$ cat config.mk
export PLATFORM = sky130hd
export DESIGN_NAME = dwd_top
export DESIGN_NICKNAME = d
export VERILOG_FILES = /design/src/common/dwd_pkg.sv /design/src/dwd_step_unit.sv /design/src/dwd_top.sv
export SDC_FILE = /design/constraint.sdc
export NUM_CORES = 2
export LEC_CHECK = 0
export BUFFER_PORTS_ARGS = -buffer_cell sky130_fd_sc_hd__clkbuf_2
export CAP_MARGIN = 10
export CELL_PAD_IN_SITES_DETAIL_PLACEMENT = 1
export CELL_PAD_IN_SITES_GLOBAL_PLACEMENT = 2
export CORE_MARGIN = 2
export CORE_UTILIZATION = 38
export DETAILED_ROUTE_END_ITERATION = 16
export HOLD_SLACK_MARGIN = 0.12
export PLACE_DENSITY_LB_ADDON = 0.05
export SLEW_MARGIN = 40
export SYNTH_ARGS = -nofsm -noshare
export SYNTH_HDL_FRONTEND = slang
export SYNTH_SLANG_ARGS = --single-unit
$ cat constraint.sdc
create_clock -name i_mclk -period 6.78 [get_ports i_mclk]
set_input_delay 0.339 -clock i_mclk [delete_from_list [all_inputs] [get_ports i_mclk]]
set_output_delay 0.339 -clock i_mclk [all_outputs]
set_load 0.03 [all_outputs]
$ cat src/common/dwd_pkg.sv
// constants, types and address map of the dac write decoder
package dwd_pkg;

	// ----------------------------------------------------------------
	// channel and data geometry
	// ----------------------------------------------------------------
	localparam int DWD_DATA_W = 14;
	localparam int DWD_ADDR_W = 8;
	localparam int DWD_NUM_CH = 32;
	localparam int DWD_GRP_SIZE = 8;
	localparam int DWD_NUM_GRP = 4;
	localparam int DWD_STEP_W = 7;
	localparam int DWD_DIR_BIT = 8;
	localparam int DWD_STEP_HI = 6;
	localparam int DWD_ZERO_HI = 13;
	localparam int DWD_ZERO_LO = 9;
	localparam logic [13:0] DWD_FULL_SCALE = 14'h3fff;
	localparam logic [13:0] DWD_ZERO_SCALE = 14'h0000;
	localparam logic [13:0] DWD_SOFT_RESET = 14'h3fff;

	// ----------------------------------------------------------------
	// power-on register values
	// ----------------------------------------------------------------
	localparam logic [13:0] DWD_INPUT_RST = 14'h0000;
	localparam logic [13:0] DWD_OFFSET_RST = 14'h2000;
	localparam logic [13:0] DWD_GAIN_RST = 14'h3fff;

	// ----------------------------------------------------------------
	// address field decode
	// ----------------------------------------------------------------
	localparam int DWD_GRP_HI = 7;
	localparam int DWD_GRP_LO = 4;
	localparam int DWD_IDX_HI = 3;
	localparam logic [3:0] DWD_GRP_ALL = 4'h0;
	localparam logic [3:0] DWD_IDX_6_CODE = 4'h8;
	localparam logic [3:0] DWD_IDX_7_CODE = 4'h9;
	localparam logic [3:0] DWD_IDX_5_CODE = 4'h5;

	// ----------------------------------------------------------------
	// ahb-lite register map (byte addresses)
	// ----------------------------------------------------------------
	localparam logic [11:0] DWD_INPUT_BASE = 12'h000;
	localparam logic [11:0] DWD_OFFSET_BASE = 12'h080;
	localparam logic [11:0] DWD_GAIN_BASE = 12'h100;
	localparam logic [11:0] DWD_STATUS_ADDR = 12'h180;
	localparam logic [11:0] DWD_CTRL_ADDR = 12'h184;
	localparam logic [1:0] DWD_BANK_INPUT = 2'h0;
	localparam logic [1:0] DWD_BANK_OFFSET = 2'h1;
	localparam logic [1:0] DWD_BANK_GAIN = 2'h2;
	localparam logic [1:0] DWD_BANK_MISC = 2'h3;
	localparam int DWD_GND_BIT = 0;
	localparam int DWD_CNT_LO = 8;
	localparam int DWD_CNT_W = 8;
	localparam logic [1:0] DWD_HTRANS_NONSEQ = 2'h2;
	localparam logic [1:0] DWD_HRESP_OKAY = 2'h0;

	// ----------------------------------------------------------------
	// types
	// ----------------------------------------------------------------
	typedef enum logic [1:0] {
		DWD_TGT_SPECIAL = 2'b00,
		DWD_TGT_GAIN = 2'b01,
		DWD_TGT_OFFSET = 2'b10,
		DWD_TGT_INPUT = 2'b11
	} dwd_target_type;

	typedef struct packed {
		logic [1:0] target;
		logic [7:0] addr;
		logic [13:0] data;
	} dwd_cmd_type;

endpackage

$ cat src/dwd_step_unit.sv
// saturating increment/decrement of one channel input value
`timescale 1ns/1ns
module dwd_step_unit
	import dwd_pkg::*;
#(
	parameter int DATA_W = 14,
	parameter int STEP_W = 7
) (
	input wire logic [DATA_W-1:0] i_value,
	input wire logic i_up,
	input wire logic [STEP_W-1:0] i_step,
	output logic [DATA_W-1:0] o_result
);

	logic [DATA_W:0] sum_w;
	logic [DATA_W:0] diff_w;

	// one extra bit catches carry out and borrow
	always_comb begin
		sum_w = {1'b0, i_value} + {{(DATA_W+1-STEP_W){1'b0}}, i_step};
		diff_w = {1'b0, i_value} - {{(DATA_W+1-STEP_W){1'b0}}, i_step};
		if (i_up) begin
			o_result = sum_w[DATA_W] ? {DATA_W{1'b1}} : sum_w[DATA_W-1:0];
		end else begin
			o_result = diff_w[DATA_W] ? {DATA_W{1'b0}} : diff_w[DATA_W-1:0];
		end
	end

endmodule

$ cat src/dwd_top.sv
// write decoder for a 32-channel dac with ahb-lite readback
// Functional notes
// 14-bit word routed by two target bits
// select 11 stores input channel code
// select 10 stores offset correction code
// select 01 stores gain code
// select 00: bit8 direction, bits6..0 step
// zero step leaves input value unchanged
// special all-ones word performs soft reset
// 8-bit address reaches every register
// upper nibble selects groups, zero all
// all-channel code ignores lower nibble
// lower nibble picks index, 8/9 give 6/7
// unlisted index codes change nothing
// fields captured on strobe rise, select low
// increment/decrement clamps at full or zero
`timescale 1ns/1ns
module dwd_top
	import dwd_pkg::*;
#(
	parameter int NUM_CH = 32,
	parameter int GRP_SIZE = 8
) (
	input wire logic i_mclk,
	input wire logic i_resetn,
	// parallel write port
	input wire logic i_cs_n,
	input wire logic i_wr_n,
	input wire logic [1:0] i_target_sel,
	input wire logic [7:0] i_addr,
	input wire logic [13:0] i_data_word_bits,
	// ahb-lite slave
	input wire logic i_hsel,
	input wire logic [31:0] i_haddr,
	input wire logic [1:0] i_htrans,
	input wire logic i_hwrite,
	input wire logic [2:0] i_hsize,
	input wire logic [31:0] i_hwdata,
	input wire logic i_hready,
	output logic [31:0] o_hrdata,
	output logic o_hreadyout,
	output logic o_hresp,
	// outputs held at reference ground
	output logic o_reference_ground_r
);
	// package constants and types
	import dwd_pkg::*;

	// ----------------------------------------------------------------
	// pin capture and strobe edge detect
	// ----------------------------------------------------------------
	// sampled fields and previous strobe levels
	dwd_cmd_type cmd_r;
	logic wr_n_r;
	logic cs_n_r;
	logic strobe_rise;

	// hold the previous pin levels so a rising strobe uses stable fields
	always_ff @(posedge i_mclk or negedge i_resetn) begin
		if (!i_resetn) begin
			wr_n_r <= 1'b1;
			cs_n_r <= 1'b1;
			cmd_r <= '0;
		end else begin
			wr_n_r <= i_wr_n;
			cs_n_r <= i_cs_n;
			cmd_r.target <= i_target_sel;
			cmd_r.addr <= i_addr;
			cmd_r.data <= i_data_word_bits;
		end
	end

	// strobe low-to-high with device select low in the last strobe-low sample, the cycle before the rise
	assign strobe_rise = !wr_n_r && i_wr_n && !cs_n_r;

	// ----------------------------------------------------------------
	// address decode
	// ----------------------------------------------------------------
	// decoded address fields and per-channel hits
	logic [3:0] group_select_field;
	logic [3:0] register_index_field;
	logic all_channels;
	logic index_valid;
	logic [2:0] index_num;
	logic [NUM_CH-1:0] ch_sel;

	// split the captured address into group and index
	assign group_select_field = cmd_r.addr[DWD_GRP_HI:DWD_GRP_LO];
	assign register_index_field = cmd_r.addr[DWD_IDX_HI:0];
	assign all_channels = (group_select_field == DWD_GRP_ALL);

	// index code to register number; gaps are invalid
	always_comb begin
		index_valid = 1'b0;
		index_num = 3'h0;
		if (register_index_field <= DWD_IDX_5_CODE) begin
			index_valid = 1'b1;
			index_num = register_index_field[2:0];
		end else if (register_index_field == DWD_IDX_6_CODE) begin
			index_valid = 1'b1;
			index_num = 3'h6;
		end else if (register_index_field == DWD_IDX_7_CODE) begin
			index_valid = 1'b1;
			index_num = 3'h7;
		end else begin
			index_valid = 1'b0;
			index_num = 3'h0;
		end
	end

	// per-channel hit: all channels, or named group and matching index
	genvar gc;
	generate
		for (gc = 0; gc < NUM_CH; gc++) begin : g_sel
			localparam int GRP = gc / GRP_SIZE;
			localparam logic [2:0] IDX = 3'(gc % GRP_SIZE);
			// lower nibble ignored for the all-channel code
			assign ch_sel[gc] = all_channels ||
				(group_select_field[GRP] && index_valid && index_num == IDX);
		end
	endgenerate

	// ----------------------------------------------------------------
	// command classification
	// ----------------------------------------------------------------
	// one-cycle command strobes
	logic do_input;
	logic do_offset;
	logic do_gain;
	logic do_soft_reset;
	logic do_step;
	logic step_up;
	logic [DWD_STEP_W-1:0] step_size;

	// target bits route the data word
	always_comb begin
		do_input = 1'b0;
		do_offset = 1'b0;
		do_gain = 1'b0;
		do_soft_reset = 1'b0;
		do_step = 1'b0;
		if (strobe_rise) begin
			case (dwd_target_type'(cmd_r.target))
				DWD_TGT_INPUT: begin
					do_input = 1'b1;
				end
				DWD_TGT_OFFSET: begin
					do_offset = 1'b1;
				end
				DWD_TGT_GAIN: begin
					do_gain = 1'b1;
				end
				DWD_TGT_SPECIAL: begin
					if (cmd_r.data == DWD_SOFT_RESET) begin
						do_soft_reset = 1'b1;
					end else if (cmd_r.data[DWD_ZERO_HI:DWD_ZERO_LO] == 5'h00) begin
						do_step = 1'b1;
					end
				end
				default: begin
					do_input = 1'b0;
				end
			endcase
		end
	end

	// direction and step size of a special word
	assign step_up = cmd_r.data[DWD_DIR_BIT];
	assign step_size = cmd_r.data[DWD_STEP_HI:0];

	// ----------------------------------------------------------------
	// channel registers
	// ----------------------------------------------------------------
	// per-channel input, offset and gain storage
	logic [DWD_DATA_W-1:0] input_r [NUM_CH];
	logic [DWD_DATA_W-1:0] offset_r [NUM_CH];
	logic [DWD_DATA_W-1:0] gain_r [NUM_CH];

	// one register set and step unit per channel
	genvar gr;
	generate
		for (gr = 0; gr < NUM_CH; gr++) begin : g_ch
			logic [DWD_DATA_W-1:0] stepped;

			// saturating step of this channel's input value
			dwd_step_unit #(
				.DATA_W(DWD_DATA_W),
				.STEP_W(DWD_STEP_W)
			) u_step (
				.i_value(input_r[gr]),
				.i_up(step_up),
				.i_step(step_size),
				.o_result(stepped)
			);

			// channel input value: direct load or step
			always_ff @(posedge i_mclk or negedge i_resetn) begin
				if (!i_resetn) begin
					input_r[gr] <= DWD_INPUT_RST;
				end else if (do_soft_reset) begin
					input_r[gr] <= DWD_INPUT_RST;
				end else if (do_input && ch_sel[gr]) begin
					input_r[gr] <= cmd_r.data;
				end else if (do_step && ch_sel[gr] && step_size != '0) begin
					input_r[gr] <= stepped;
				end
			end

			// offset correction code, all-ones most positive
			always_ff @(posedge i_mclk or negedge i_resetn) begin
				if (!i_resetn) begin
					offset_r[gr] <= DWD_OFFSET_RST;
				end else if (do_soft_reset) begin
					offset_r[gr] <= DWD_OFFSET_RST;
				end else if (do_offset && ch_sel[gr]) begin
					offset_r[gr] <= cmd_r.data;
				end
			end

			// gain code, all-ones unity
			always_ff @(posedge i_mclk or negedge i_resetn) begin
				if (!i_resetn) begin
					gain_r[gr] <= DWD_GAIN_RST;
				end else if (do_soft_reset) begin
					gain_r[gr] <= DWD_GAIN_RST;
				end else if (do_gain && ch_sel[gr]) begin
					gain_r[gr] <= cmd_r.data;
				end
			end
		end
	endgenerate

	// ----------------------------------------------------------------
	// status: ground flag and write counter
	// ----------------------------------------------------------------
	// ground clear request and strobe counter
	logic gnd_clear;
	logic [DWD_CNT_W-1:0] write_cnt_r;

	// soft reset grounds outputs; set wins over software clear
	always_ff @(posedge i_mclk or negedge i_resetn) begin
		if (!i_resetn) begin
			o_reference_ground_r <= 1'b1;
		end else if (do_soft_reset) begin
			o_reference_ground_r <= 1'b1;
		end else if (gnd_clear) begin
			o_reference_ground_r <= 1'b0;
		end
	end

	// counts every accepted strobe edge, wraps
	always_ff @(posedge i_mclk or negedge i_resetn) begin
		if (!i_resetn) begin
			write_cnt_r <= '0;
		end else if (strobe_rise) begin
			write_cnt_r <= write_cnt_r + 8'h01;
		end
	end

	// ----------------------------------------------------------------
	// ahb-lite slave, zero wait states
	// ----------------------------------------------------------------
	// address phase capture and read mux signals
	logic ahb_take;
	logic wr_pend_r;
	logic [11:0] wr_addr_r;
	logic [11:0] rd_addr;
	logic [1:0] rd_bank;
	logic [4:0] rd_idx;
	logic rd_mapped;
	logic [31:0] rd_word;

	// accepted address phase, read decode and clear request
	assign ahb_take = i_hsel && i_hready && (i_htrans == DWD_HTRANS_NONSEQ);
	assign rd_addr = i_haddr[11:0];
	assign rd_bank = rd_addr[8:7];
	assign rd_idx = rd_addr[6:2];
	assign rd_mapped = (i_haddr[31:9] == '0);
	assign gnd_clear = wr_pend_r && (wr_addr_r == DWD_CTRL_ADDR) && i_hwdata[DWD_GND_BIT];

	// remember a write address phase for its data phase
	always_ff @(posedge i_mclk or negedge i_resetn) begin
		if (!i_resetn) begin
			wr_pend_r <= 1'b0;
			wr_addr_r <= '0;
		end else if (i_hready) begin
			wr_pend_r <= ahb_take && i_hwrite;
			wr_addr_r <= rd_addr;
		end
	end

	// read word selection; unmapped reads return zero
	always_comb begin
		rd_word = 32'h0000_0000;
		if (rd_mapped) begin
			case (rd_bank)
				DWD_BANK_INPUT: begin
					rd_word = {18'h00000, input_r[rd_idx]};
				end
				DWD_BANK_OFFSET: begin
					rd_word = {18'h00000, offset_r[rd_idx]};
				end
				DWD_BANK_GAIN: begin
					rd_word = {18'h00000, gain_r[rd_idx]};
				end
				DWD_BANK_MISC: begin
					if (rd_addr == DWD_STATUS_ADDR) begin
						rd_word = {16'h0000, write_cnt_r, 7'h00, o_reference_ground_r};
					end
				end
				default: begin
					rd_word = 32'h0000_0000;
				end
			endcase
		end
	end

	// read data registered at the address phase edge
	always_ff @(posedge i_mclk or negedge i_resetn) begin
		if (!i_resetn) begin
			o_hrdata <= 32'h0000_0000;
		end else if (ahb_take && !i_hwrite) begin
			o_hrdata <= rd_word;
		end
	end

	// always ready: zero wait states
	always_ff @(posedge i_mclk or negedge i_resetn) begin
		if (!i_resetn) begin
			o_hreadyout <= 1'b1;
		end else begin
			o_hreadyout <= 1'b1;
		end
	end

	// always okay: no transfer is refused
	always_ff @(posedge i_mclk or negedge i_resetn) begin
		if (!i_resetn) begin
			o_hresp <= 1'b0;
		end else begin
			o_hresp <= DWD_HRESP_OKAY[0];
		end
	end

endmodule

==> impl_metrics.toml <==
[logic_synthesis]
syn_avg_cell_area_um2 = 9.270
synth_cell_type_count = 111
netlist_top_cells_area = "dfrtp_1 23%, dfstp_2 12%, mux4_2 7.2%"
synth_top_area_cell = "dfrtp_1"
synth_seq_cells = 1408
synthesis.instances = 11010
async_flop_share = 1.000
syn-cell-area_mm2 = 0.1021
synth_warnings = 0
synth_top_cell_area_share = 0.2268
synth-edff-count = 0
ys_seq_area_frac = 0.3512
synth_flop_cell = "dfrtp_1"

[global_routing]
grt_overflow = 0
grt_max_degree = 161
grt_pass1_vias = 93630
grtUsageTotal = 0.3330
grt_pass1_wl_mm = 674.7
antenna_found_initial = 33

[floorplan]
rows = 190
io_pins = 135
start_util = 0.3816
die-area_mm2 = 0.2727
die_w_um = 522.2
core_area_mm2 = 0.2674
die_y_um = 522.2

[critical_path]
endpoint_kind = "register"
cp.arrival_ns = 5.41
critPathLaunchType = "register"
cp.depth = 10
cpMostUsedCell = "a21oi_1"
required_ns = 7.50
cp_slowest_cell = "dfrtp_4"
critPathKind = "register to register"
crit_chain = "inv_4 -> buf_4 -> ha_1 -> or2_2 -> a21oi_1 -> a21oi_1 -> or4_1 -> o21ai_1 -> o221ai_1 -> o211a_1"
path_buf_inv = 2
max_stage_delay_ns = 0.73
reg2reg_depth = 10
crit_fanout = 23
crit_family = "buffers and inverters"

[finish]
multiInputGateArea_mm2 = 0.06147
layout_common_cells = "1037 x nor2_1, 911 x dfrtp_1, 852 x o21ai_0, 844 x nand2_1, 716 x a21oi_1"
final_nets = 11290
layout_commonest_cell = "nor2_1"
regArea_mm2 = 0.03589
final_layout_size_suffix_gt1_frac = 0.1674
nFillCells = 30180
stdcell_area_mm2 = 0.1125
area_growth_syn_to_layout_pct = 10.24

[cts]
cts_buffers = 186
cts_tree = "yes"
numClockSinks = 1408
htree_levels = 4
clkTransAtPathRegs_ns = 0.06
cts_setup_buffers = 0
cts_buffer_depth = 4
cts-root-buf = "clkbuf_16"
clock_latency_ns = 0.92

[timing]
tns_ns = 0
skew_ns = 0.1052
fmax_mhz = 213.2
final-setup-viol-count = 0
layout_min_cycle_time_ns = 4.692
rsz0062_at_grt = "no"
finalCritPeriodShare = 0.6920
hold_viol_final = 0
slew_violations = 0
relSlewSlack = 0.3236
tightest_slew_ns = 1.015

[placement]
placed_area_mm2 = 0.1057
io_buffers = 82
hpwlAfterDp_mm = 315.7
gp_congestion = 0.9444

[routing]
via_per_inst = 6.415
drtIter0Drc = 8576
top_layer = "met5"
wirelength_mm = 463.2
routedWlPerCell_um = 32.20
drt-met1-wl_mm = 205.9
dr_wl_met3_mm = 31.25
dr_wl_met2_mm = 205.0
drc_errors = 0
drtPass1Iterations = 8
ant_nets = 0
num_vias = 92280

[flow_run]
maxCapViolations = 0

[power]
irDropWorstVdd_mv = 0.1969
power_density_mw_per_mm2 = 234.8
p_leak_uw = 0.04618

[min_path]
hold-path-cell-count = 2
hp-class = "input port to register"

[outcome]
status = "finished clean"
synth_stat cells (97+ instances only):
cell      number
clkbuf_1     613
a22oi_1      152
dfstp_2      483
inv_1        262
mux2i_1      459
nand3_1      198
o221ai_1      97
a211oi_1     109
mux2_2       103
nand2b_1     160
buf_2        211
o22a_1       337
dfrtp_1      925
nor3_1       234
nand2_1      845
nor2_1      1063
xor2_1       141
o21ai_0      862
mux4_2       325
nor2b_1      160
a21oi_1      734
xnor2_1      260
ha_1         449
worst register-to-register path: stages, from the launching register on:
cell and delay (ns):
dfrtp_4 0.73, inv_4 0.73, buf_4 0.71, ha_1 0.44
or2_2 0.34, a21oi_1 0.25, a21oi_1 0.14, or4_1 0.70
o21ai_1 0.20, o221ai_1 0.13, o211a_1 0.18
state kept, by name (all words and copies together), names as in the netlist:
| signal | count |
|---|---|
| write_cnt_r | 8 |
| cmd_r | 24 |
| gain_r | 448 |
| offset_r | 448 |
| input_r | 448 |
| wr_addr_r | 12 |
| wr_pend_r | 1 |
| o_reference_ground_r | 1 |
| wr_n_r | 1 |
| o_hrdata | 16 |
| cs_n_r | 1 |
logic make-up (layout without fill, tap and decap cells):
group           count (synthesis)  after routing  synth area share
compound gates               3369           3369            0.2191
xor+xnor                      401            401           0.03442
fa+ha+maj                     513            513           0.06760
buf+inv                      1219           1010           0.05095
flops                        1408           1408            0.3512
mux                           887            887            0.1281
other cells                     2             34        0.00007359
simple gates                 3210           3210            0.1486
where the power goes:
group	internal, uW	total [uW]	switching, uW
combinational	2400	6100	3700
sequential	9330	10200	873
clock	5940	10100	4180
through the flow:
step                power, uW  hold slack [ns]    util  cells  worst slack, ns
floorplan               14080          0.04341       -  11030            1.451
global placement        16080           0.3463  0.3943  13980            2.161
detailed placement      16270           0.3500  0.3953  13990            2.164
CTS                     26520           0.1242  0.4198  14360            2.133
global route            27530           0.1686  0.4205  14370            2.002
finish                  26420           0.1575  0.4207  14380            2.088
metal layers:
layer / up-vias / global-route usage
li1: 39830 / -
met3: 752 / 0.05328
met5: - / 0
met2: 3186 / 0.5106
met4: 8 / 0.1384
met1: 48500 / 0.4654
timing repair:
item,in CTS,in global routing
hold buffers,52,0
resized for setup,0,0
endpoints found under the hold margin,362,0
area by class of cell:
type,instances,area share
flip-flops and latches,1408,0.3190
clock inverters,54,0.005761
clock buffers,271,0.04787
well taps,3552,0.03950
inverters,265,0.008986
diodes,16,0.0003559
multi-input cells,8398,0.5463
repair buffers,420,0.03216
path summary, 6_finish.rpt:
path,slack (ns),to,start
worst max-delay path,2.09,input_r[269]$_DFFE_PN0P_,cmd_r[5]$_DFF_PN0_
worst min-delay path,0.16,wr_addr_r[3]$_DFFE_PN0P_,i_haddr[3]
worst max register to register,2.09,input_r[269]$_DFFE_PN0P_,cmd_r[5]$_DFF_PN0_
worst min register to register,0.50,write_cnt_r[7]$_DFFE_PN0P_,write_cnt_r[7]$_DFFE_PN0P_
max in group asynchronous,4.27,gain_r[7]$_DFFE_PN1P_,i_resetn
min in group asynchronous,0.65,input_r[444]$_DFFE_PN0P_,i_resetn
Power figures use the tool's default switching activity.
